--- config.mk ---
export PLATFORM = sky130hd
export DESIGN_NAME = aor_top
export DESIGN_NICKNAME = d
export VERILOG_FILES = /design/src/aor_pkg.sv /design/src/aor_top.sv
export SDC_FILE = /design/constraint.sdc
export NUM_CORES = 1
export LEC_CHECK = 0
export ABC_AREA = 0
export BUFFER_PORTS_ARGS = -buffer_cell sky130_fd_sc_hd__buf_4
export CORE_MARGIN = 1
export CORE_UTILIZATION = 45
export DETAILED_ROUTE_END_ITERATION = 10
export GPL_TIMING_DRIVEN = 0
export PLACE_DENSITY = 0.72
export SLEW_MARGIN = 20
export SYNTH_ARGS = -nofsm -noshare
export SYNTH_HDL_FRONTEND = slang
export SYNTH_SLANG_ARGS = --single-unit
export TNS_END_PERCENT = 20
--- constraint.sdc ---
create_clock -name i_clk_sys -period 4.74 [get_ports i_clk_sys]
set_clock_uncertainty 0.2 [all_clocks]
set_input_delay 0.474 -clock i_clk_sys [delete_from_list [all_inputs] [get_ports i_clk_sys]]
set_output_delay 0.474 -clock i_clk_sys [all_outputs]
set_load 0.02 [all_outputs]
--- src/aor_pkg.sv ---
// shared constants of the audio output router.
// register indices, field positions, resets, encodings.
// assumes byte address = index * 4.
package aor_pkg;

    // ************************************************************
    // register indices (byte address = index * 4)
    // ************************************************************
    localparam logic [7:0] IDX_IFACE_CTRL = 8'h01;
    localparam logic [7:0] IDX_FRAMING = 8'h03;
    localparam logic [7:0] IDX_PIN_MAP = 8'h6d;
    localparam logic [7:0] IDX_MCLK_MULT = 8'hb5;
    localparam logic [7:0] IDX_STATUS = 8'hc0;

    // ************************************************************
    // field positions
    // ************************************************************
    localparam int HBR_SEL_BIT = 1;
    localparam int HBR_OVR_BIT = 2;
    localparam int OB_OVR_BIT = 3;
    localparam int OB_SEL_BIT = 4;
    localparam int WIDTH_LSB = 0;
    localparam int FRAMING_LSB = 5;
    localparam int OB_ROT_LSB = 0;
    localparam int OB_REV_BIT = 3;
    localparam int PCM_ROT_LSB = 4;
    localparam int PCM_REV_BIT = 6;
    localparam int MCLK_LSB = 0;

    // ************************************************************
    // values after reset and limits
    // ************************************************************
    localparam logic [4:0] WIDTH_RST = 5'h18;
    localparam logic [1:0] FRAMING_RST = 2'h0;
    localparam logic [2:0] OB_ROT_RST = 3'h0;
    localparam logic [2:0] OB_ROT_MAX = 3'h5;
    localparam logic [2:0] MCLK_MULT_RST = 3'h1;
    localparam logic [2:0] MCLK_MULT_MAX = 3'h5;
    localparam logic [3:0] OB_PINS = 4'h6;
    localparam logic [10:0] MCLK_BASE_HALF = 11'h100;

    // ************************************************************
    // encodings
    // ************************************************************
    typedef enum logic [1:0] {
        FRM_I2S = 2'b00,
        FRM_RJ = 2'b01,
        FRM_LJ = 2'b10,
        FRM_RAW = 2'b11
    } aor_framing_t;

    typedef enum logic [1:0] {
        PKT_NONE = 2'b00,
        PKT_SAMPLE = 2'b01,
        PKT_ONEBIT = 2'b10,
        PKT_HBR = 2'b11
    } aor_pkt_t;

    typedef enum logic [1:0] {
        IF_PCM = 2'b00,
        IF_ONEBIT = 2'b01,
        IF_HBR = 2'b10
    } aor_iface_t;

    typedef enum logic [1:0] {
        HBR_CODED = 2'b00,
        HBR_BINARY = 2'b01,
        HBR_AES3 = 2'b10
    } aor_hbr_fmt_t;

endpackage : aor_pkg

--- src/aor_top.sv ---
// audio output router: one-bit or pcm/hbr data onto six pins, plus master clock.
// register-controlled rotation and mirroring of the pin order.
// assumes framers on i_clk_sys and an ahb-lite master.
`timescale 1ns/1ps

// What this block does
// - rotation moves one-bit channels up the six pins; 110/111 reserved
// - reverse mirrors one-bit channel order
// - rotation and reverse combine freely
// - ch0 and ch1 carry the main stereo pair
// - auto: one-bit packets pick one-bit, hbr packets pick hbr, else serial pcm
// - override forces pcm (select 0) or one-bit (select 1)
// - hbr blocks 0..3 on pins 1..4 at quarter rate
// - hbr override clear gives coded streams
// - override set: select 1 coded, 0 binary in chosen framing
// - override with framing 11 gives aes3 on all hbr pins
// - binary hbr output drives no audio flags
// - pcm rotation and reverse map the hbr pins too
// - first coded stream on pin 0 in pcm and hbr modes
// - hbr select counts only with hbr override set
// - master clock is (n+1)*128 fs, n 000..101
// - framing: 00 i2s, 01 right, 10 left, 11 raw coded
module aor_top (
    input wire logic i_clk_sys,
    input wire logic i_rst_b,
    // ahb-lite slave
    input wire logic i_hsel,
    input wire logic [31:0] i_haddr,
    input wire logic [1:0] i_htrans,
    input wire logic i_hwrite,
    input wire logic [2:0] i_hsize,
    input wire logic [31:0] i_hwdata,
    input wire logic i_hready,
    output logic [31:0] o_hrdata,
    output logic o_hreadyout,
    output logic o_hresp,
    // receiver side
    input wire aor_pkg::aor_pkt_t i_pkt_type,
    input wire logic [5:0] i_onebit_ch,
    input wire logic [3:0] i_pcm_sd,
    input wire logic [3:0] i_hbr_coded,
    input wire logic [3:0] i_hbr_binary,
    input wire logic [3:0] i_hbr_aes3,
    input wire logic i_coded_stream0,
    // word clock, async to i_clk_sys
    input wire logic i_link_wclk,
    // outputs
    output logic [5:0] o_audio_pin,
    output logic o_master_clock_out,
    output aor_pkg::aor_framing_t o_serial_framing_select,
    output logic [4:0] o_justified_word_width,
    output logic o_audio_flags_en,
    output logic o_hbr_active
);
    import aor_pkg::*;

    // ************************************************************
    // reset release
    // ************************************************************
    logic rst_meta_ff;
    logic rst_b_ff;

    always_ff @(posedge i_clk_sys or negedge i_rst_b) begin
        if (!i_rst_b) begin
            rst_meta_ff <= 1'b0;
            rst_b_ff <= 1'b0;
        end else begin
            rst_meta_ff <= 1'b1;
            rst_b_ff <= rst_meta_ff;
        end
    end

    // ************************************************************
    // ahb-lite slave, zero wait states
    // ************************************************************
    logic wr_pend_ff;
    logic [7:0] wr_idx_ff;
    logic [31:0] nxt_rdata;
    logic [31:0] rdata_ff;
    logic addr_ok;
    logic [7:0] a_idx;

    // control registers
    logic hbr_format_select_ff;
    logic hbr_format_override_ff;
    logic onebit_iface_override_ff;
    logic onebit_iface_select_ff;
    logic [1:0] serial_framing_select_ff;
    logic [4:0] justified_word_width_ff;
    logic [2:0] onebit_pin_rotation_ff;
    logic onebit_order_reverse_ff;
    logic [1:0] pcm_pin_rotation_ff;
    logic pcm_order_reverse_ff;
    logic [2:0] master_clock_multiplier_ff;

    // status
    aor_iface_t iface;
    aor_hbr_fmt_t hbr_fmt;
    logic fs_locked_ff;

    assign a_idx = i_haddr[9:2];
    assign addr_ok = (i_haddr[31:10] == 22'h0) && (i_haddr[1:0] == 2'b00);
    assign o_hreadyout = 1'b1;
    assign o_hresp = 1'b0;
    assign o_hrdata = rdata_ff;

    always_ff @(posedge i_clk_sys or negedge rst_b_ff) begin
        if (!rst_b_ff) begin
            wr_pend_ff <= 1'b0;
            wr_idx_ff <= 8'h00;
        end else begin
            wr_pend_ff <= i_hsel && i_hready && i_htrans[1] && i_hwrite && addr_ok;
            wr_idx_ff <= a_idx;
        end
    end

    // read data chosen in address phase
    always_comb begin
        nxt_rdata = 32'h0;
        if (a_idx == IDX_IFACE_CTRL) begin
            nxt_rdata[HBR_SEL_BIT] = hbr_format_select_ff;
            nxt_rdata[HBR_OVR_BIT] = hbr_format_override_ff;
            nxt_rdata[OB_OVR_BIT] = onebit_iface_override_ff;
            nxt_rdata[OB_SEL_BIT] = onebit_iface_select_ff;
        end else if (a_idx == IDX_FRAMING) begin
            nxt_rdata[WIDTH_LSB +: 5] = justified_word_width_ff;
            nxt_rdata[FRAMING_LSB +: 2] = serial_framing_select_ff;
        end else if (a_idx == IDX_PIN_MAP) begin
            nxt_rdata[OB_ROT_LSB +: 3] = onebit_pin_rotation_ff;
            nxt_rdata[OB_REV_BIT] = onebit_order_reverse_ff;
            nxt_rdata[PCM_ROT_LSB +: 2] = pcm_pin_rotation_ff;
            nxt_rdata[PCM_REV_BIT] = pcm_order_reverse_ff;
        end else if (a_idx == IDX_MCLK_MULT) begin
            nxt_rdata[MCLK_LSB +: 3] = master_clock_multiplier_ff;
        end else if (a_idx == IDX_STATUS) begin
            nxt_rdata[1:0] = iface;
            nxt_rdata[3:2] = hbr_fmt;
            nxt_rdata[4] = o_audio_flags_en;
            nxt_rdata[5] = fs_locked_ff;
        end
        if (!addr_ok) begin
            nxt_rdata = 32'h0;
        end
    end

    always_ff @(posedge i_clk_sys or negedge rst_b_ff) begin
        if (!rst_b_ff) begin
            rdata_ff <= 32'h0;
        end else if (i_hsel && i_hready && i_htrans[1] && !i_hwrite) begin
            rdata_ff <= nxt_rdata;
        end
    end

    // ************************************************************
    // register writes
    // ************************************************************
    always_ff @(posedge i_clk_sys or negedge rst_b_ff) begin
        if (!rst_b_ff) begin
            hbr_format_select_ff <= 1'b0;
            hbr_format_override_ff <= 1'b0;
            onebit_iface_override_ff <= 1'b0;
            onebit_iface_select_ff <= 1'b0;
        end else if (wr_pend_ff && (wr_idx_ff == IDX_IFACE_CTRL)) begin
            hbr_format_select_ff <= i_hwdata[HBR_SEL_BIT];
            hbr_format_override_ff <= i_hwdata[HBR_OVR_BIT];
            onebit_iface_override_ff <= i_hwdata[OB_OVR_BIT];
            onebit_iface_select_ff <= i_hwdata[OB_SEL_BIT];
        end
    end

    // width only goes to the framers;
    // nothing here enforces 24 bits for hbr
    always_ff @(posedge i_clk_sys or negedge rst_b_ff) begin
        if (!rst_b_ff) begin
            justified_word_width_ff <= WIDTH_RST;
            serial_framing_select_ff <= FRAMING_RST;
        end else if (wr_pend_ff && (wr_idx_ff == IDX_FRAMING)) begin
            justified_word_width_ff <= i_hwdata[WIDTH_LSB +: 5];
            serial_framing_select_ff <= i_hwdata[FRAMING_LSB +: 2];
        end
    end

    // reserved codes fall back to the default, so the mapping stays defined
    // and reads show the value actually used
    always_ff @(posedge i_clk_sys or negedge rst_b_ff) begin
        if (!rst_b_ff) begin
            onebit_pin_rotation_ff <= OB_ROT_RST;
            onebit_order_reverse_ff <= 1'b0;
            pcm_pin_rotation_ff <= 2'b00;
            pcm_order_reverse_ff <= 1'b0;
        end else if (wr_pend_ff && (wr_idx_ff == IDX_PIN_MAP)) begin
            if (i_hwdata[OB_ROT_LSB +: 3] <= OB_ROT_MAX) begin
                onebit_pin_rotation_ff <= i_hwdata[OB_ROT_LSB +: 3];
            end else begin
                onebit_pin_rotation_ff <= OB_ROT_RST;
            end
            onebit_order_reverse_ff <= i_hwdata[OB_REV_BIT];
            pcm_pin_rotation_ff <= i_hwdata[PCM_ROT_LSB +: 2];
            pcm_order_reverse_ff <= i_hwdata[PCM_REV_BIT];
        end
    end

    always_ff @(posedge i_clk_sys or negedge rst_b_ff) begin
        if (!rst_b_ff) begin
            master_clock_multiplier_ff <= MCLK_MULT_RST;
        end else if (wr_pend_ff && (wr_idx_ff == IDX_MCLK_MULT)) begin
            if (i_hwdata[MCLK_LSB +: 3] <= MCLK_MULT_MAX) begin
                master_clock_multiplier_ff <= i_hwdata[MCLK_LSB +: 3];
            end else begin
                master_clock_multiplier_ff <= MCLK_MULT_RST;
            end
        end
    end

    // ************************************************************
    // interface and format selection
    // ************************************************************
    always_comb begin
        if (onebit_iface_override_ff) begin
            iface = onebit_iface_select_ff ? IF_ONEBIT : IF_PCM;
        end else if (i_pkt_type == PKT_ONEBIT) begin
            iface = IF_ONEBIT;
        end else if (i_pkt_type == PKT_HBR) begin
            iface = IF_HBR;
        end else begin
            iface = IF_PCM;
        end
    end

    // framing 11 beats the select bit
    always_comb begin
        if (!hbr_format_override_ff) begin
            hbr_fmt = HBR_CODED;
        end else if (serial_framing_select_ff == FRM_RAW) begin
            hbr_fmt = HBR_AES3;
        end else if (hbr_format_select_ff) begin
            hbr_fmt = HBR_CODED;
        end else begin
            hbr_fmt = HBR_BINARY;
        end
    end

    // ************************************************************
    // pin mapping
    // ************************************************************
    // one-bit: rotate upward, then mirror
    function automatic logic [2:0] ob_src(input logic [2:0] pin, input logic [2:0] rot,
                                          input logic rev);
        logic [3:0] q;
        logic [3:0] s;
        q = rev ? (4'(OB_PINS) - 4'h1 - {1'b0, pin}) : {1'b0, pin};
        s = q + OB_PINS - {1'b0, rot};
        if (s >= OB_PINS) begin
            s = s - OB_PINS;
        end
        return s[2:0];
    endfunction : ob_src

    // pins 1..4: same rotate-then-mirror order
    function automatic logic [1:0] pcm_src(input logic [1:0] k, input logic [1:0] rot,
                                           input logic rev);
        logic [1:0] q;
        q = rev ? (2'h3 - k) : k;
        return q - rot;
    endfunction : pcm_src

    logic [5:0] ob_pins;
    logic [3:0] hbr_streams;
    logic [3:0] pcm_streams;
    logic [3:0] mid_pins;

    // hbr block n is stream n before mapping
    always_comb begin
        if (hbr_fmt == HBR_AES3) begin
            hbr_streams = i_hbr_aes3;
        end else if (hbr_fmt == HBR_BINARY) begin
            hbr_streams = i_hbr_binary;
        end else begin
            hbr_streams = i_hbr_coded;
        end
    end

    assign pcm_streams = (iface == IF_HBR) ? hbr_streams : i_pcm_sd;

    genvar gp;
    generate
        for (gp = 0; gp < 6; gp++) begin : g_ob_pin
            // one index, so any pair works
            assign ob_pins[gp] = i_onebit_ch[ob_src(3'(gp), onebit_pin_rotation_ff,
                                                    onebit_order_reverse_ff)];
        end
        for (gp = 0; gp < 4; gp++) begin : g_pcm_pin
            assign mid_pins[gp] = pcm_streams[pcm_src(2'(gp), pcm_pin_rotation_ff,
                                                      pcm_order_reverse_ff)];
        end
    endgenerate

    // ch0/ch1 stay the main pair
    always_ff @(posedge i_clk_sys or negedge rst_b_ff) begin
        if (!rst_b_ff) begin
            o_audio_pin <= 6'h00;
        end else if (iface == IF_ONEBIT) begin
            o_audio_pin <= ob_pins;
        end else begin
            o_audio_pin <= {1'b0, mid_pins, i_coded_stream0};
        end
    end

    // ************************************************************
    // side outputs
    // ************************************************************
    always_ff @(posedge i_clk_sys or negedge rst_b_ff) begin
        if (!rst_b_ff) begin
            o_serial_framing_select <= FRM_I2S;
            o_justified_word_width <= WIDTH_RST;
            o_audio_flags_en <= 1'b1;
            o_hbr_active <= 1'b0;
        end else begin
            o_serial_framing_select <= aor_framing_t'(serial_framing_select_ff);
            o_justified_word_width <= justified_word_width_ff;
            o_audio_flags_en <= !((iface == IF_HBR) && (hbr_fmt == HBR_BINARY));
            o_hbr_active <= (iface == IF_HBR);
        end
    end

    // ************************************************************
    // word clock period
    // ************************************************************
    logic wclk_meta_ff;
    logic wclk_sync_ff;
    logic wclk_prev_ff;
    logic wclk_rise;
    logic [15:0] per_cnt_ff;
    logic [15:0] period_ff;

    always_ff @(posedge i_clk_sys or negedge rst_b_ff) begin
        if (!rst_b_ff) begin
            wclk_meta_ff <= 1'b0;
            wclk_sync_ff <= 1'b0;
            wclk_prev_ff <= 1'b0;
        end else begin
            wclk_meta_ff <= i_link_wclk;
            wclk_sync_ff <= wclk_meta_ff;
            wclk_prev_ff <= wclk_sync_ff;
        end
    end

    assign wclk_rise = wclk_sync_ff && !wclk_prev_ff;

    // counting starts at the first edge, so a
    // partial period never reaches mclk
    always_ff @(posedge i_clk_sys or negedge rst_b_ff) begin
        if (!rst_b_ff) begin
            per_cnt_ff <= 16'h0000;
            period_ff <= 16'h0000;
            fs_locked_ff <= 1'b0;
        end else if (wclk_rise) begin
            per_cnt_ff <= 16'h0001;
            period_ff <= per_cnt_ff;
            fs_locked_ff <= (per_cnt_ff != 16'h0000);
        end else if ((per_cnt_ff != 16'h0000) && (per_cnt_ff != 16'hffff)) begin
            per_cnt_ff <= per_cnt_ff + 16'h0001;
        end
    end

    // ************************************************************
    // master clock accumulator
    // ************************************************************
    // resolution is one i_clk_sys cycle; fast mclk
    // aliases, traded for a single clock
    logic [10:0] mclk_step;
    logic [17:0] acc_ff;
    logic [17:0] nxt_acc;
    logic mclk_ff;
    logic mclk_flip;

    assign mclk_step = 11'(({8'h00, master_clock_multiplier_ff} + 11'h001) * MCLK_BASE_HALF);

    always_comb begin
        nxt_acc = acc_ff + {7'h00, mclk_step};
        mclk_flip = 1'b0;
        if (nxt_acc >= {2'b00, period_ff}) begin
            nxt_acc = nxt_acc - {2'b00, period_ff};
            mclk_flip = 1'b1;
        end
    end

    always_ff @(posedge i_clk_sys or negedge rst_b_ff) begin
        if (!rst_b_ff) begin
            acc_ff <= 18'h00000;
            mclk_ff <= 1'b0;
        end else if (!fs_locked_ff || (period_ff == 16'h0000)) begin
            acc_ff <= 18'h00000;
            mclk_ff <= 1'b0;
        end else begin
            acc_ff <= (nxt_acc >= {2'b00, period_ff}) ? 18'h00000 : nxt_acc;
            mclk_ff <= mclk_ff ^ mclk_flip;
        end
    end

    assign o_master_clock_out = mclk_ff;

endmodule : aor_top

* Yosys cells after proc, flatten, opt, wreduce, memory -nomap -nowiden *
Index checks and enable logic that the tools add are counted.

storage, ports and cells
  logic and storage cells = 181
  bits of input ports = 100
  output and inout bits = 50
  register bits after elaboration = 134

cells by class
  reductions and logical operators = 23
  magnitude comparators = 19
  bitwise operators = 1
  eq/ne operators = 17
  $add $sub $neg = 26
  muxes and demuxes = 66

operator list
  cell                                                                          number
  18-bit 2-to-1 mux                                                             3
  3-bit 2-to-1 mux                                                              14
  18-bit by 16-bit >= comparator with 1-bit output                              2
  16-bit 2-to-1 mux                                                             2
  8-bit == test, second input constant                                          3
  4-bit by 3-bit >= comparator with 1-bit output, second input constant         6
  3-bit by 4-bit less-than comparator with 1-bit output, second input constant  6
  4-bit by 3-bit subtractor with 4-bit output                                   6
  22-bit zero test                                                              1
  2-bit 2-to-1 mux                                                              10
  18-bit by 11-bit adder with 18-bit output                                     1
  1-bit binary-select mux with 3-bit select                                     6
  1-bit 2-to-1 mux                                                              18
  6-bit 2-to-1 mux                                                              3
  18-bit by 16-bit subtractor with 18-bit output                                1
  3-bit subtractor, second input constant                                       6
  16-bit by 1-bit adder with 16-bit output, second input constant               1
  3-bit by 3-bit adder with 4-bit output, second input constant                 4
  8-bit by 1-bit == test with 1-bit output, second input constant               2
  8-bit by 2-bit == test with 1-bit output, second input constant               2
  8-bit by 7-bit == test with 1-bit output, second input constant               2
  16-bit zero test                                                              1
  4-bit 2-to-1 mux                                                              4
  16-bit inequality test, second input constant                                 1
  other kinds (16)                                                              47

* Longest topological paths before layout *
Gate-level depths: netlist of the first run.

  word-level depth = 10
  depth in mapped cells = 25
  gate-level depth less buffers = 22

* Worst setup path after synthesis of the first run *
No wires, ideal clock.

  kind = register -> register
  start = register master_clock_multiplier_ff[0]
  end = register acc_ff[12]
  stages on the path, launching flop included = 25
  setup time = 0.080 ns
  period minus slack after synthesis = 5.328 ns
  data required time = 4.460 ns
  buffers on the path = 3
  data arrival time = 5.048 ns
  slack = -0.588 ns
  path through = dfstp_2 ha_1 ha_1 a211oi_4 nor3_1 xor2_1 ha_1 buf_2 nand2_1 o21ai_0 o311ai_4 o31ai_4 nand2b_2 buf_4 a31oi_1 inv_1 ha_1 a21o_1 a21oi_1 o21ai_0 a221oi_1 o211ai_1 a211o_4 buf_6 nor3b_2

on the way
  cells in the longest elaborated chain, start to end = 7
  elaborated cells on any way between the ends = 8
  those cells by class = 3 x add/sub; 2 x order compare; 3 x mux

RTL lines
  item                                                                                                                       RTL line                        source
  start: declaration                                                                                                         aor_top.sv:94                   logic [2:0] master_clock_multiplier_ff;
  start signal: assignment                                                                                                   aor_top.sv:208                  master_clock_multiplier_ff <= i_hwdata[MCLK_LSB +: 3];
  3-bit by 1-bit adder with 3-bit output *                                                                                   aor_top.sv:377                  assign mclk_step = 11'(({8'h00, master_clock_multiplier_ff} + 11'h001) * MCLK_BASE_HALF);
  18-bit by 11-bit adder with 18-bit output *                                                                                aor_top.sv:380                  nxt_acc = acc_ff + {7'h00, mclk_step};
  18-bit by 16-bit subtractor with 18-bit output / 18-bit by 16-bit >= comparator with 1-bit output (equally long branches)  aor_top.sv:383, aor_top.sv:382
  18-bit 2-to-1 mux *                                                                                                        aor_top.sv:382                  if (nxt_acc >= {2'b00, period_ff}) begin
  18-bit by 16-bit >= comparator with 1-bit output                                                                           aor_top.sv:396                  acc_ff <= (nxt_acc >= {2'b00, period_ff}) ? 18'h00000 : nxt_acc;
  18-bit 2-to-1 mux *                                                                                                        aor_top.sv:396
  18-bit 2-to-1 mux *                                                                                                        aor_top.sv:392                  end else if (!fs_locked_ff || (period_ff == 16'h0000)) begin
  end signal: assignment                                                                                                     aor_top.sv:396
  end: declaration                                                                                                           aor_top.sv:372                  logic [17:0] acc_ff;

Every way passes the cells marked *; elsewhere a longest branch is shown, timed or not.
A chain may end at the register's enable or synchronous reset.

* Final worst setup path of the first run *
Ends and elaborated chain as after synthesis.

==> qor.yml, run 1 <==
crit_chain: "ha_4, ha_4, a211oi_4, nor3_2, xor2_2, ha_4, nand4_1, buf_4, o21ai_4, o311ai_4, o31ai_4, nand2b_4, buf_12, a31oi_4, inv_2, ha_4, a21o_1, a21oi_2, o21ai_1, a221oi_1, o211ai_1, a211o_4, buf_8, nor3b_4"
crit_path_start: "master_clock_multiplier_ff[0]"
grt_setup_unrepaired: "yes"
period_share: 1.17
htreeDepth: 3
rrSetupSlack_ns: -0.79
initial_core_util: 0.465
first_global_vias: 5965
final_cells: 1147
antenna_found_initial: 0
synth.avg_cell_area_sq_um: 9.78
ys_types: 82
synth.cell_area_sq_um: 7470
critPathMaxFanout: 6
p_leak_nw: 4.33
fin_setup_tns_ns: -11.71
postLayoutCoreUtil: 0.595
cts_tree: "built"
synth_ff_type: "dfrtp_1"
clkSlewWorstSetupHoldPaths_ns: 0.07
r2r-start: "master_clock_multiplier_ff[0]"
ys_async_sr_fraction: 1.00
die-area_sq_um: 17100
crit_path_end: "acc_ff[12]"
drc: 0
place.gp.congestion: 0.903
fin_crit_ns: 5.53
postLayoutCellArea_sq_um: 9560
grt_overflow: 0
drt-pass1-iter-count: 7
crit_required_ns: 4.80
hp-class: "input pin to flop"
die_x_um: 131
synth-seq-cells: 109
grt_start_max_net_pins: 55
status: "finished with violations"
num_io_pins: 150
crit_path_start_kind: "flop"
slowest_delay_ns: 0.57
placement_rows: 46
nNetsFinal: 1081
clock_sinks: 109
r2r_cells: 24
max_freq_mhz: 181
worst_pin_slew_ns: 1.16
cts_buffer_depth: 2
drt-initial-drc-count: 355
maxSlewViolCount: 0
dpl.cell_count: 1102
slowest_stage: "dfstp_2"
hold_viol_final: 0
synth_seq_area_share: 0.366
peakVddDrop_v: 0.000360
drive_gt1_frac: 0.315
portBuffers: 93
cts_made_buffers: 9
arrival_ns: 5.60
fin_ws_ns: -0.794
ant_nets: 0
antenna_cells: 0
clkLatencyLatePin_ns: 0.35
r2r_end: "acc_ff[12]"
path_common_cell: "ha_4"
wl_per_cell_um: 16.2
die_y_um: 131
violations: "negative setup slack"
dpl-instance-area_sq_um: 8690
drt_wl_total_um: 18600
crit_type: "flop to flop"
maxCapViolCount: 0
dp_hpwl_um: 13200
area_growth_pct: 27.9
track_usage: 0.221
powerDensity_nw_per_um2: 379
coreArea_sq_um: 16100
viasPerCell: 5.50
setup_viol: 16
slew_headroom: 0.219
synth_edf_count: 0
cts_root_buf: "clkbuf_16"
power_w: 0.00363
ys_warn_count: 0
nFillCells: 1344
grt_pass1_wl_um: 29600
vias: 6312
critPathCaptureType: "flop"
synthCells: 764
==> worst min-delay path by stage <==
| stage | endpoint | depth (start not counted) | slack, ns | start |
|---|---|---|---|---|
| floorplan | rst_b_ff | 0 | -0.02 | i_rst_b |
| global placement | rst_b_ff | 1 | 0.06 | i_rst_b |
| detailed placement | rst_meta_ff | 1 | 0.06 | i_rst_b |
| CTS | wclk_meta_ff | 1 | 0.03 | i_link_wclk |
| global route | wclk_meta_ff | 1 | 0.02 | i_link_wclk |
| finish | wclk_meta_ff | 1 | 0.03 | i_link_wclk |
==> through the flow <==
step	worst slack, ns	hold slack [ns]
after CTS	-0.688	0.0276
after detailed placement	-1.00	0.0570
after global routing	-0.904	0.0221
after global placement	-1.05	0.0568
final	-0.794	0.0344
after floorplan	-0.313	-0.0216
==> what timing repair did <==
| item | 4_1_cts | 5_1_grt |
|---|---|---|
| cloned | 2 | 0 |
| hold buffers | 1 | 0 |
| gates resized for setup | 34 | 23 |
| setup buffers | 22 | 5 |
| pin swaps | 31 | 25 |
| setup endpoints to repair | 16 | 16 |
| endpoints found under the hold margin | 2 | 0 |
==> layout make-up <==
| class | count | area, sq um | share of cell area |
|---|---|---|---|
| multi-input combinational | 593 | 4750 | 0.497 |
| sequential | 109 | 2740 | 0.287 |
| timing repair buffer | 123 | 1000 | 0.105 |
| buffer | 47 | 320 | 0.0335 |
| tap | 216 | 270 | 0.0283 |
| clock buffer | 10 | 239 | 0.0250 |
| inverter | 43 | 161 | 0.0169 |
| clock inverter | 6 | 76.3 | 0.00799 |
==> state kept, by name (all words and copies together), names as in the netlist, 3 cells and up <==
register	cells
justified_word_width_ff	5
o_hrdata	7
o_justified_word_width	5
onebit_pin_rotation_ff	3
period_ff	16
wr_idx_ff	8
o_audio_pin	6
acc_ff	18
master_clock_multiplier_ff	3
per_cnt_ff	16
==> where the power goes <==
part	switching [W]	internal (W)	total, W
Combinational	0.000931	0.000818	0.00175
Sequential	0.0000805	0.00100	0.00108
Clock	0.000359	0.000434	0.000793
Total	0.00137	0.00226	0.00363
==> routing by layer <==
metal | vias up | GRT usage | share of wire | wire length (um)
li1 | 3048 | - | - | -
met1 | 3058 | 0.289 | 0.44 | 8160
met2 | 184 | 0.383 | 0.50 | 9320
met3 | 22 | 0.0297 | 0.045 | 836
met4 | 0 | 0.0615 | 0.014 | 255
met5 | - | 0 | 0 | 0
==> cell usage in the layout (no fill, tap or decap), types with 7 or more instances in the layout <==
cell | Yosys | layout
a211oi_1 | 12 | 11
clkbuf_1 | 15 | 15
nor3b_1 | 9 | 7
or3_1 | 9 | 9
o21ai_0 | 57 | 51
ha_4 | 0 | 10
nand2_1 | 63 | 62
nand3_1 | 19 | 19
nor2_1 | 48 | 45
nand4_1 | 11 | 11
mux2i_1 | 23 | 18
nor4_1 | 17 | 16
ha_1 | 49 | 37
and4_1 | 7 | 7
xor2_1 | 24 | 19
conb_1 | 2 | 30
inv_1 | 43 | 41
o21a_1 | 7 | 7
nor3_2 | 1 | 8
mux2_2 | 34 | 35
o211ai_1 | 7 | 7
a21oi_1 | 34 | 32
xnor2_1 | 15 | 14
a21o_1 | 7 | 7
buf_4 | 30 | 146
clkbuf_16 | 0 | 9
dfrtp_1 | 103 | 102
==> worst max-delay path, delay by kind of cell, from the launching register on <==
family | cells | cell delay (ns)
buf+inv | 4 | 0.57
fa+ha+maj | 4 | 0.93
simple gates | 4 | 0.61
compound gates | 11 | 2.30
flops | 1 | 0.57
xor+xnor | 1 | 0.24
==> cells by family after synthesis <==
kind of cell	after synthesis	synth area share
flops	109	0.366
fa+ha+maj	55	0.0981
mux	62	0.0956
buf+inv	90	0.0615
xor+xnor	39	0.0457
simple gates	238	0.170
compound gates	169	0.162
other cells	2	0.00101
==> cell usage after synthesis, types with 3 or more instances <==
| cell type | n | area [sq um] |
|---|---|---|
| a211oi_1 | 12 | 90.1 |
| nand2_1 | 63 | 236 |
| nand3b_1 | 6 | 45.0 |
| nand4_1 | 11 | 68.8 |
| and4_1 | 7 | 61.3 |
| dfrtp_1 | 103 | 2580 |
| inv_1 | 43 | 161 |
| mux2_2 | 34 | 383 |
| fa_1 | 6 | 120 |
| buf_4 | 30 | 225 |
| nor3b_2 | 3 | 37.5 |
| clkbuf_1 | 15 | 56.3 |
| xnor2_1 | 15 | 131 |
| nor3_1 | 15 | 75.1 |
| a222oi_1 | 5 | 50.1 |
| or3_1 | 9 | 56.3 |
| and3_1 | 5 | 31.3 |
| a21oi_1 | 34 | 170 |
| a21o_1 | 7 | 52.6 |
| nor2b_1 | 6 | 37.5 |
| mux4_2 | 4 | 90.1 |
| ha_1 | 49 | 613 |
| a31oi_1 | 3 | 18.8 |
| o21ai_0 | 57 | 285 |
| nor4_1 | 17 | 106 |
| nor3b_1 | 9 | 67.6 |
| xor2_1 | 24 | 210 |
| nor2_1 | 48 | 180 |
| o211ai_1 | 7 | 52.6 |
| nand2b_1 | 6 | 37.5 |
| nand3_1 | 19 | 95.1 |
| dfstp_2 | 6 | 158 |
| mux2i_1 | 23 | 230 |
| o21a_1 | 7 | 52.6 |
Power figures use the tool's default switching activity.
==> inputs of run 2 (changes only) <==
CELL_PAD_IN_SITES_DETAIL_PLACEMENT = 0   (was unset)
CELL_PAD_IN_SITES_GLOBAL_PLACEMENT = 1   (was unset)
CORE_UTILIZATION = 43   (was 45)
PLACE_DENSITY = 0.86   (was 0.72)
==> qor.yml, run 2 (same netlist as run 1, synthesis figures left out) <==
path_common_cell: "ha_4"
wl_per_cell_um: 16.4  # +1.3%
final_common_cell: "buf_4"
num_io_pins: 150  # unchanged
die_x_um: 134  # +2.3%
critPathCaptureType: "flop"
clkSlewWorstSetupHoldPaths_ns: 0.08  # about the same
top_regs: "acc_ff (18), per_cnt_ff (16), period_ff (16)"
crit_family: "compound AO/OA/AOI/OAI gates"
largest_register: "acc_ff"
cts_buffer_depth: 2  # unchanged
portBuffers: 93  # unchanged
grt_pass1_wl_um: 30000  # +1.1%
dp_hpwl_um: 13700  # +3.7%
arrival_ns: 5.53  # -0.07 ns
ant_nets: 0  # unchanged
postLayoutCoreUtil: 0.575  # -0.0198
drc: 0  # unchanged
hold_viol_final: 0  # unchanged
place.gp.congestion: 0.856  # -5.2%
antenna_found_initial: 0  # unchanged
period_share: 1.15  # -0.0178
fin_ws_ns: -0.710  # +0.0846 ns
setup_viol: 16  # unchanged
worst-path-buf-inv: 4  # unchanged
max_freq_mhz: 183  # +1.6%
drive_gt1_frac: 0.319  # +0.00395
track_usage: 0.211  # -0.0104
cts_root_buf: "clkbuf_16"
initial_core_util: 0.446  # -0.0195
slowest_stage: "dfstp_2"
worst_pin_slew_ns: 0.947  # -0.209 ns
grt_setup_unrepaired: "yes"
grt_overflow: 0  # unchanged
multiInputGateArea_sq_um: 4830  # +1.8%
powerDensity_nw_per_um2: 375  # -1.3%
cts_made_buffers: 9  # unchanged
slew_headroom: 0.364  # +0.145
nNetsFinal: 1082  # +0.093%
fin_setup_tns_ns: -10.54  # +1.16 ns
slowest_delay_ns: 0.56  # about the same
hp-class: "flop to async pin"
drt_wl_total_um: 18900  # +1.7%
grt_start_max_net_pins: 48  # -13%
die-area_sq_um: 17900  # +4.6%
crit_path_start_kind: "flop"
vias: 6187  # -2.0%
status: "finished with violations"
dpl.cell_count: 1107  # +0.45%
final_cells: 1152  # +0.44%
placement_rows: 47  # +2.2%
drt-pass1-iter-count: 5  # -2
r2r_end: "acc_ff[14]"
crit_required_ns: 4.83  # +0.03 ns
antenna_cells: 0  # unchanged
r2r-start: "master_clock_multiplier_ff[0]"
maxCapViolCount: 0  # unchanged
maxSlewViolCount: 0  # unchanged
clock_sinks: 109  # unchanged
r2r_cells: 25  # +4.2%
coreArea_sq_um: 16800  # +4.4%
register_area_sq_um: 2740  # unchanged
peakVddDrop_v: 0.000366  # +1.7%
fin_crit_ns: 5.45  # -0.0846 ns
first_global_vias: 6032  # +1.1%
area_growth_pct: 29.1
layout_common_cells: "buf_4 (147), dfrtp_1 (102), nand2_1 (62)"
nFillCells: 1468  # +9.2%
largest_reg_flops: 18  # unchanged
critPathMaxFanout: 6  # unchanged
drt-initial-drc-count: 397  # +12%
htreeDepth: 3  # unchanged
rrSetupSlack_ns: -0.71  # +0.08 ns
die_y_um: 134  # +2.3%
violations: "negative setup slack"
cts_tree: "built"
p_leak_nw: 4.37  # +1.0%
crit_type: "flop to flop"
viasPerCell: 5.37  # -2.4%
clkLatencyLatePin_ns: 0.36  # about the same
-- run 2: area by class of cell --
class | instances | share of cell area
Timing Repair Buffer | 124 | 0.106
Sequential cell | 109 | 0.284
Inverter | 43 | 0.0167
Clock inverter | 7 | 0.00675
Buffer | 47 | 0.0333
Multi-Input combinational cell | 593 | 0.501
Tap cell | 220 | 0.0285
Clock buffer | 9 | 0.0234
-- run 2: worst max path at each step --
stage / start / to / slack, ns / depth (start not counted)
after floorplan: master_clock_multiplier_ff[0] / acc_ff[12] / -0.31 / 23
after global placement: master_clock_multiplier_ff[0] / acc_ff[8] / -1.08 / 23
after detailed placement: master_clock_multiplier_ff[0] / acc_ff[8] / -1.07 / 23
after CTS: master_clock_multiplier_ff[0] / acc_ff[12] / -0.75 / 25
after global routing: master_clock_multiplier_ff[0] / acc_ff[14] / -0.93 / 25
final: master_clock_multiplier_ff[0] / acc_ff[14] / -0.71 / 25
-- run 2: worst register-to-register path, delay by kind of cell (launching register included) --
| kind | cells | cell delay, ns |
|---|---|---|
| AOI/OAI and AO/OA | 10 | 1.91 |
| and+or+nand+nor | 5 | 0.82 |
| buffers and inverters | 4 | 0.57 |
| adders and majority gates | 4 | 0.97 |
| DFF | 1 | 0.56 |
| xor gates and xnor gates | 2 | 0.34 |
-- run 2: metrics by stage --
step           hold slack (ns)  worst slack, ns  total power [W]  cell area (sq um)
2_1_floorplan          -0.0216           -0.313          0.00217               7690
3_3_place_gp            0.0563            -1.08          0.00251               8670
3_5_place_dp            0.0106            -1.07          0.00253               8720
4_1_cts                0.00797           -0.747          0.00342               9330
5_1_grt                0.00622           -0.931          0.00385               9640
6_report               0.00250           -0.710          0.00361               9640
-- run 2: timing repair --
item / CTS / global route
pin swaps: 25 / 35
endpoints found under the hold margin: 2 / 0
resized for setup: 30 / 36
cloned: 1 / 1
endpoints found under the setup margin: 16 / 16
hold buffers: 1 / 0
setup buffers: 16 / 11
-- run 2: routing by layer --
metal	global-route usage	wire [um]	up-vias
met2	0.359	9650	146
met1	0.274	8190	2967
li1	-	-	3047
met3	0.0359	779	27
met5	0	0	-
met4	0.0600	275	0
-- run 2: power by group --
group          switching, W  internal (W)
sequential        0.0000740       0.00100
clock              0.000377      0.000370
combinational      0.000947      0.000841
==> inputs of run 3 (changes only) <==
CELL_PAD_IN_SITES_DETAIL_PLACEMENT = 1   (was 0)
==> qor.yml, run 3 (same netlist as run 1, synthesis figures left out) <==
status: "finished with violations"
violations: "negative setup slack"
crit_path_start_kind: "flop"
drive_gt1_frac: 0.324  # +0.00508
drt_wl_total_um: 24900  # +32%
die-area_sq_um: 17900  # unchanged
htreeDepth: 3  # unchanged
coreArea_sq_um: 16800  # unchanged
clkSlewWorstSetupHoldPaths_ns: 0.08  # about the same
viasPerCell: 5.79  # +7.8%
grt_pass1_wl_um: 37500  # +25%
placement_rows: 47  # unchanged
die_x_um: 134  # unchanged
cts_made_buffers: 9  # unchanged
period_share: 1.21  # +0.0564
max_freq_mhz: 175  # -4.7%
slowest_stage: "dfstp_2"
track_usage: 0.268  # +0.0573
slew_headroom: 0.303  # -0.0606
p_leak_nw: 4.37  # about the same
crit_type: "flop to flop"
clock_sinks: 109  # unchanged
final_common_cell: "buf_4"
largest_reg_flops: 18  # unchanged
grt_start_max_net_pins: 48  # unchanged
nNetsFinal: 1089  # +0.65%
power_w: 0.00385  # +6.7%
drc: 0  # unchanged
place.gp.congestion: 0.856  # unchanged
clkLatencyLatePin_ns: 0.36  # about the same
wl_per_cell_um: 21.5  # +31%
antenna_cells: 0  # unchanged
cts_tree: "built"
portBuffers: 93  # unchanged
first_global_vias: 7194  # +19%
drt-pass1-iter-count: 5  # unchanged
die_y_um: 134  # unchanged
top_regs: "acc_ff (18), per_cnt_ff (16), period_ff (16)"
drt-initial-drc-count: 412  # +3.8%
hp-class: "flop to async pin"
arrival_ns: 5.79  # +0.26 ns
antenna_found_initial: 0  # unchanged
grt_setup_unrepaired: "yes"
critPathCaptureType: "flop"
peakVddDrop_v: 0.000455  # +24%
vias: 6713  # +8.5%
ant_nets: 0  # unchanged
powerDensity_nw_per_um2: 398  # +6.2%
dp_hpwl_um: 16300  # +19%
cts_root_buf: "clkbuf_16"
largest_register: "acc_ff"
nFillCells: 1871  # +27%
slowest_delay_ns: 0.57  # about the same
num_io_pins: 150  # unchanged
setup_viol: 16  # unchanged
crit_path_start: "master_clock_multiplier_ff[0]"
r2r-start: "master_clock_multiplier_ff[0]"
crit_chain: "ha_4, ha_4, a211oi_4, nor2_2, xor2_1, ha_1, buf_4, a21oi_1, nor2_1, o311ai_4, o31ai_4, nand2b_4, buf_12, a31oi_4, inv_2, ha_1, a21o_1, a21oi_2, o21ai_1, a221oi_2, o211ai_1, a211o_4, buf_4, a211oi_2"
fin_ws_ns: -0.977  # -0.267 ns
initial_core_util: 0.446  # unchanged
grt_overflow: 0  # unchanged
layout_common_cells: "buf_4 (149), dfrtp_1 (102), nand2_1 (61)"
fin_crit_ns: 5.72  # +0.267 ns
maxSlewViolCount: 0  # unchanged
cts_buffer_depth: 2  # unchanged
crit_required_ns: 4.81  # -0.02 ns
worst_pin_slew_ns: 1.04  # +0.0902 ns
hold_viol_final: 0  # unchanged
maxCapViolCount: 0  # unchanged
pre_cts_ws_ns: -1.15  # -0.0862 ns
critPathMaxFanout: 6  # unchanged
area_growth_pct: 29.7
==> run 3: power breakdown <==
| group | internal (W) | switching [W] | total (W) |
|---|---|---|---|
| clock | 0.000439 | 0.000360 | 0.000799 |
| sequential | 0.00100 | 0.0000800 | 0.00108 |
| combinational | 0.000884 | 0.00109 | 0.00197 |
| total | 0.00233 | 0.00153 | 0.00385 |
==> run 3: final timing paths <==
kind,cells past startpoint,endpoint,slack (ns)
max,24,acc_ff[13],-0.98
min,0,per_cnt_ff[8],0.006
max reg2reg,24,acc_ff[13],-0.98
min reg2reg,0,per_cnt_ff[8],0.006
max in group asynchronous,1,o_justified_word_width[3],3.76
min in group i_clk_sys,1,wclk_meta_ff,0.03
==> run 3: routing by layer <==
layer  wire length (um)  part of all wire  GRT usage  vias up
li1                   -                 -          -     3061
met1               9480              0.38      0.298     3366
met2              13300              0.53      0.497      207
met3               1060             0.043     0.0476       79
met4               1040             0.042      0.116        0
met5                  0                 0          0        -
==> run 3: what timing repair did <==
action	CTS	global route
buffers inserted	25	10
endpoints found under the hold margin	2	0
endpoints found under the setup margin	16	16
pin swaps	34	34
hold buffers	1	0
gates resized for setup	47	24
gates cloned	1	0
==> run 3: area by class of cell <==
class                           instances  area [sq um]  area share
Buffer                                 47           318      0.0328
Tap cell                              220           275      0.0284
Clock buffer                           11           253      0.0261
Timing Repair Buffer                  131          1090       0.112
Inverter                               43           161      0.0167
Clock inverter                          5          58.8     0.00607
Sequential cell                       109          2740       0.283
Multi-Input combinational cell        593          4800       0.495
==> run 3: worst max-delay path, delay by kind of cell, from the launching register on <==
kind | cells | cell delay [ns]
compound gates | 12 | 2.65
xor+xnor | 1 | 0.22
fa+ha+maj | 4 | 1.02
buf+inv | 4 | 0.55
flops | 1 | 0.57
simple gates | 3 | 0.39
==> run 3: per-stage QoR <==
step | instance area [sq um] | hold WS, ns | utilization | cells | TNS, ns
after floorplan | 7690 | -0.0216 | - | 792 | -4.35
after global placement | 8670 | 0.0563 | 0.517 | 1105 | -15.21
after detailed placement | 8720 | 0.0133 | 0.521 | 1107 | -17.44
after CTS | 9510 | 0.0156 | 0.567 | 1150 | -12.02
after global routing | 9690 | 0.0202 | 0.578 | 1159 | -16.74
final | 9690 | 0.00611 | 0.578 | 1159 | -14.56
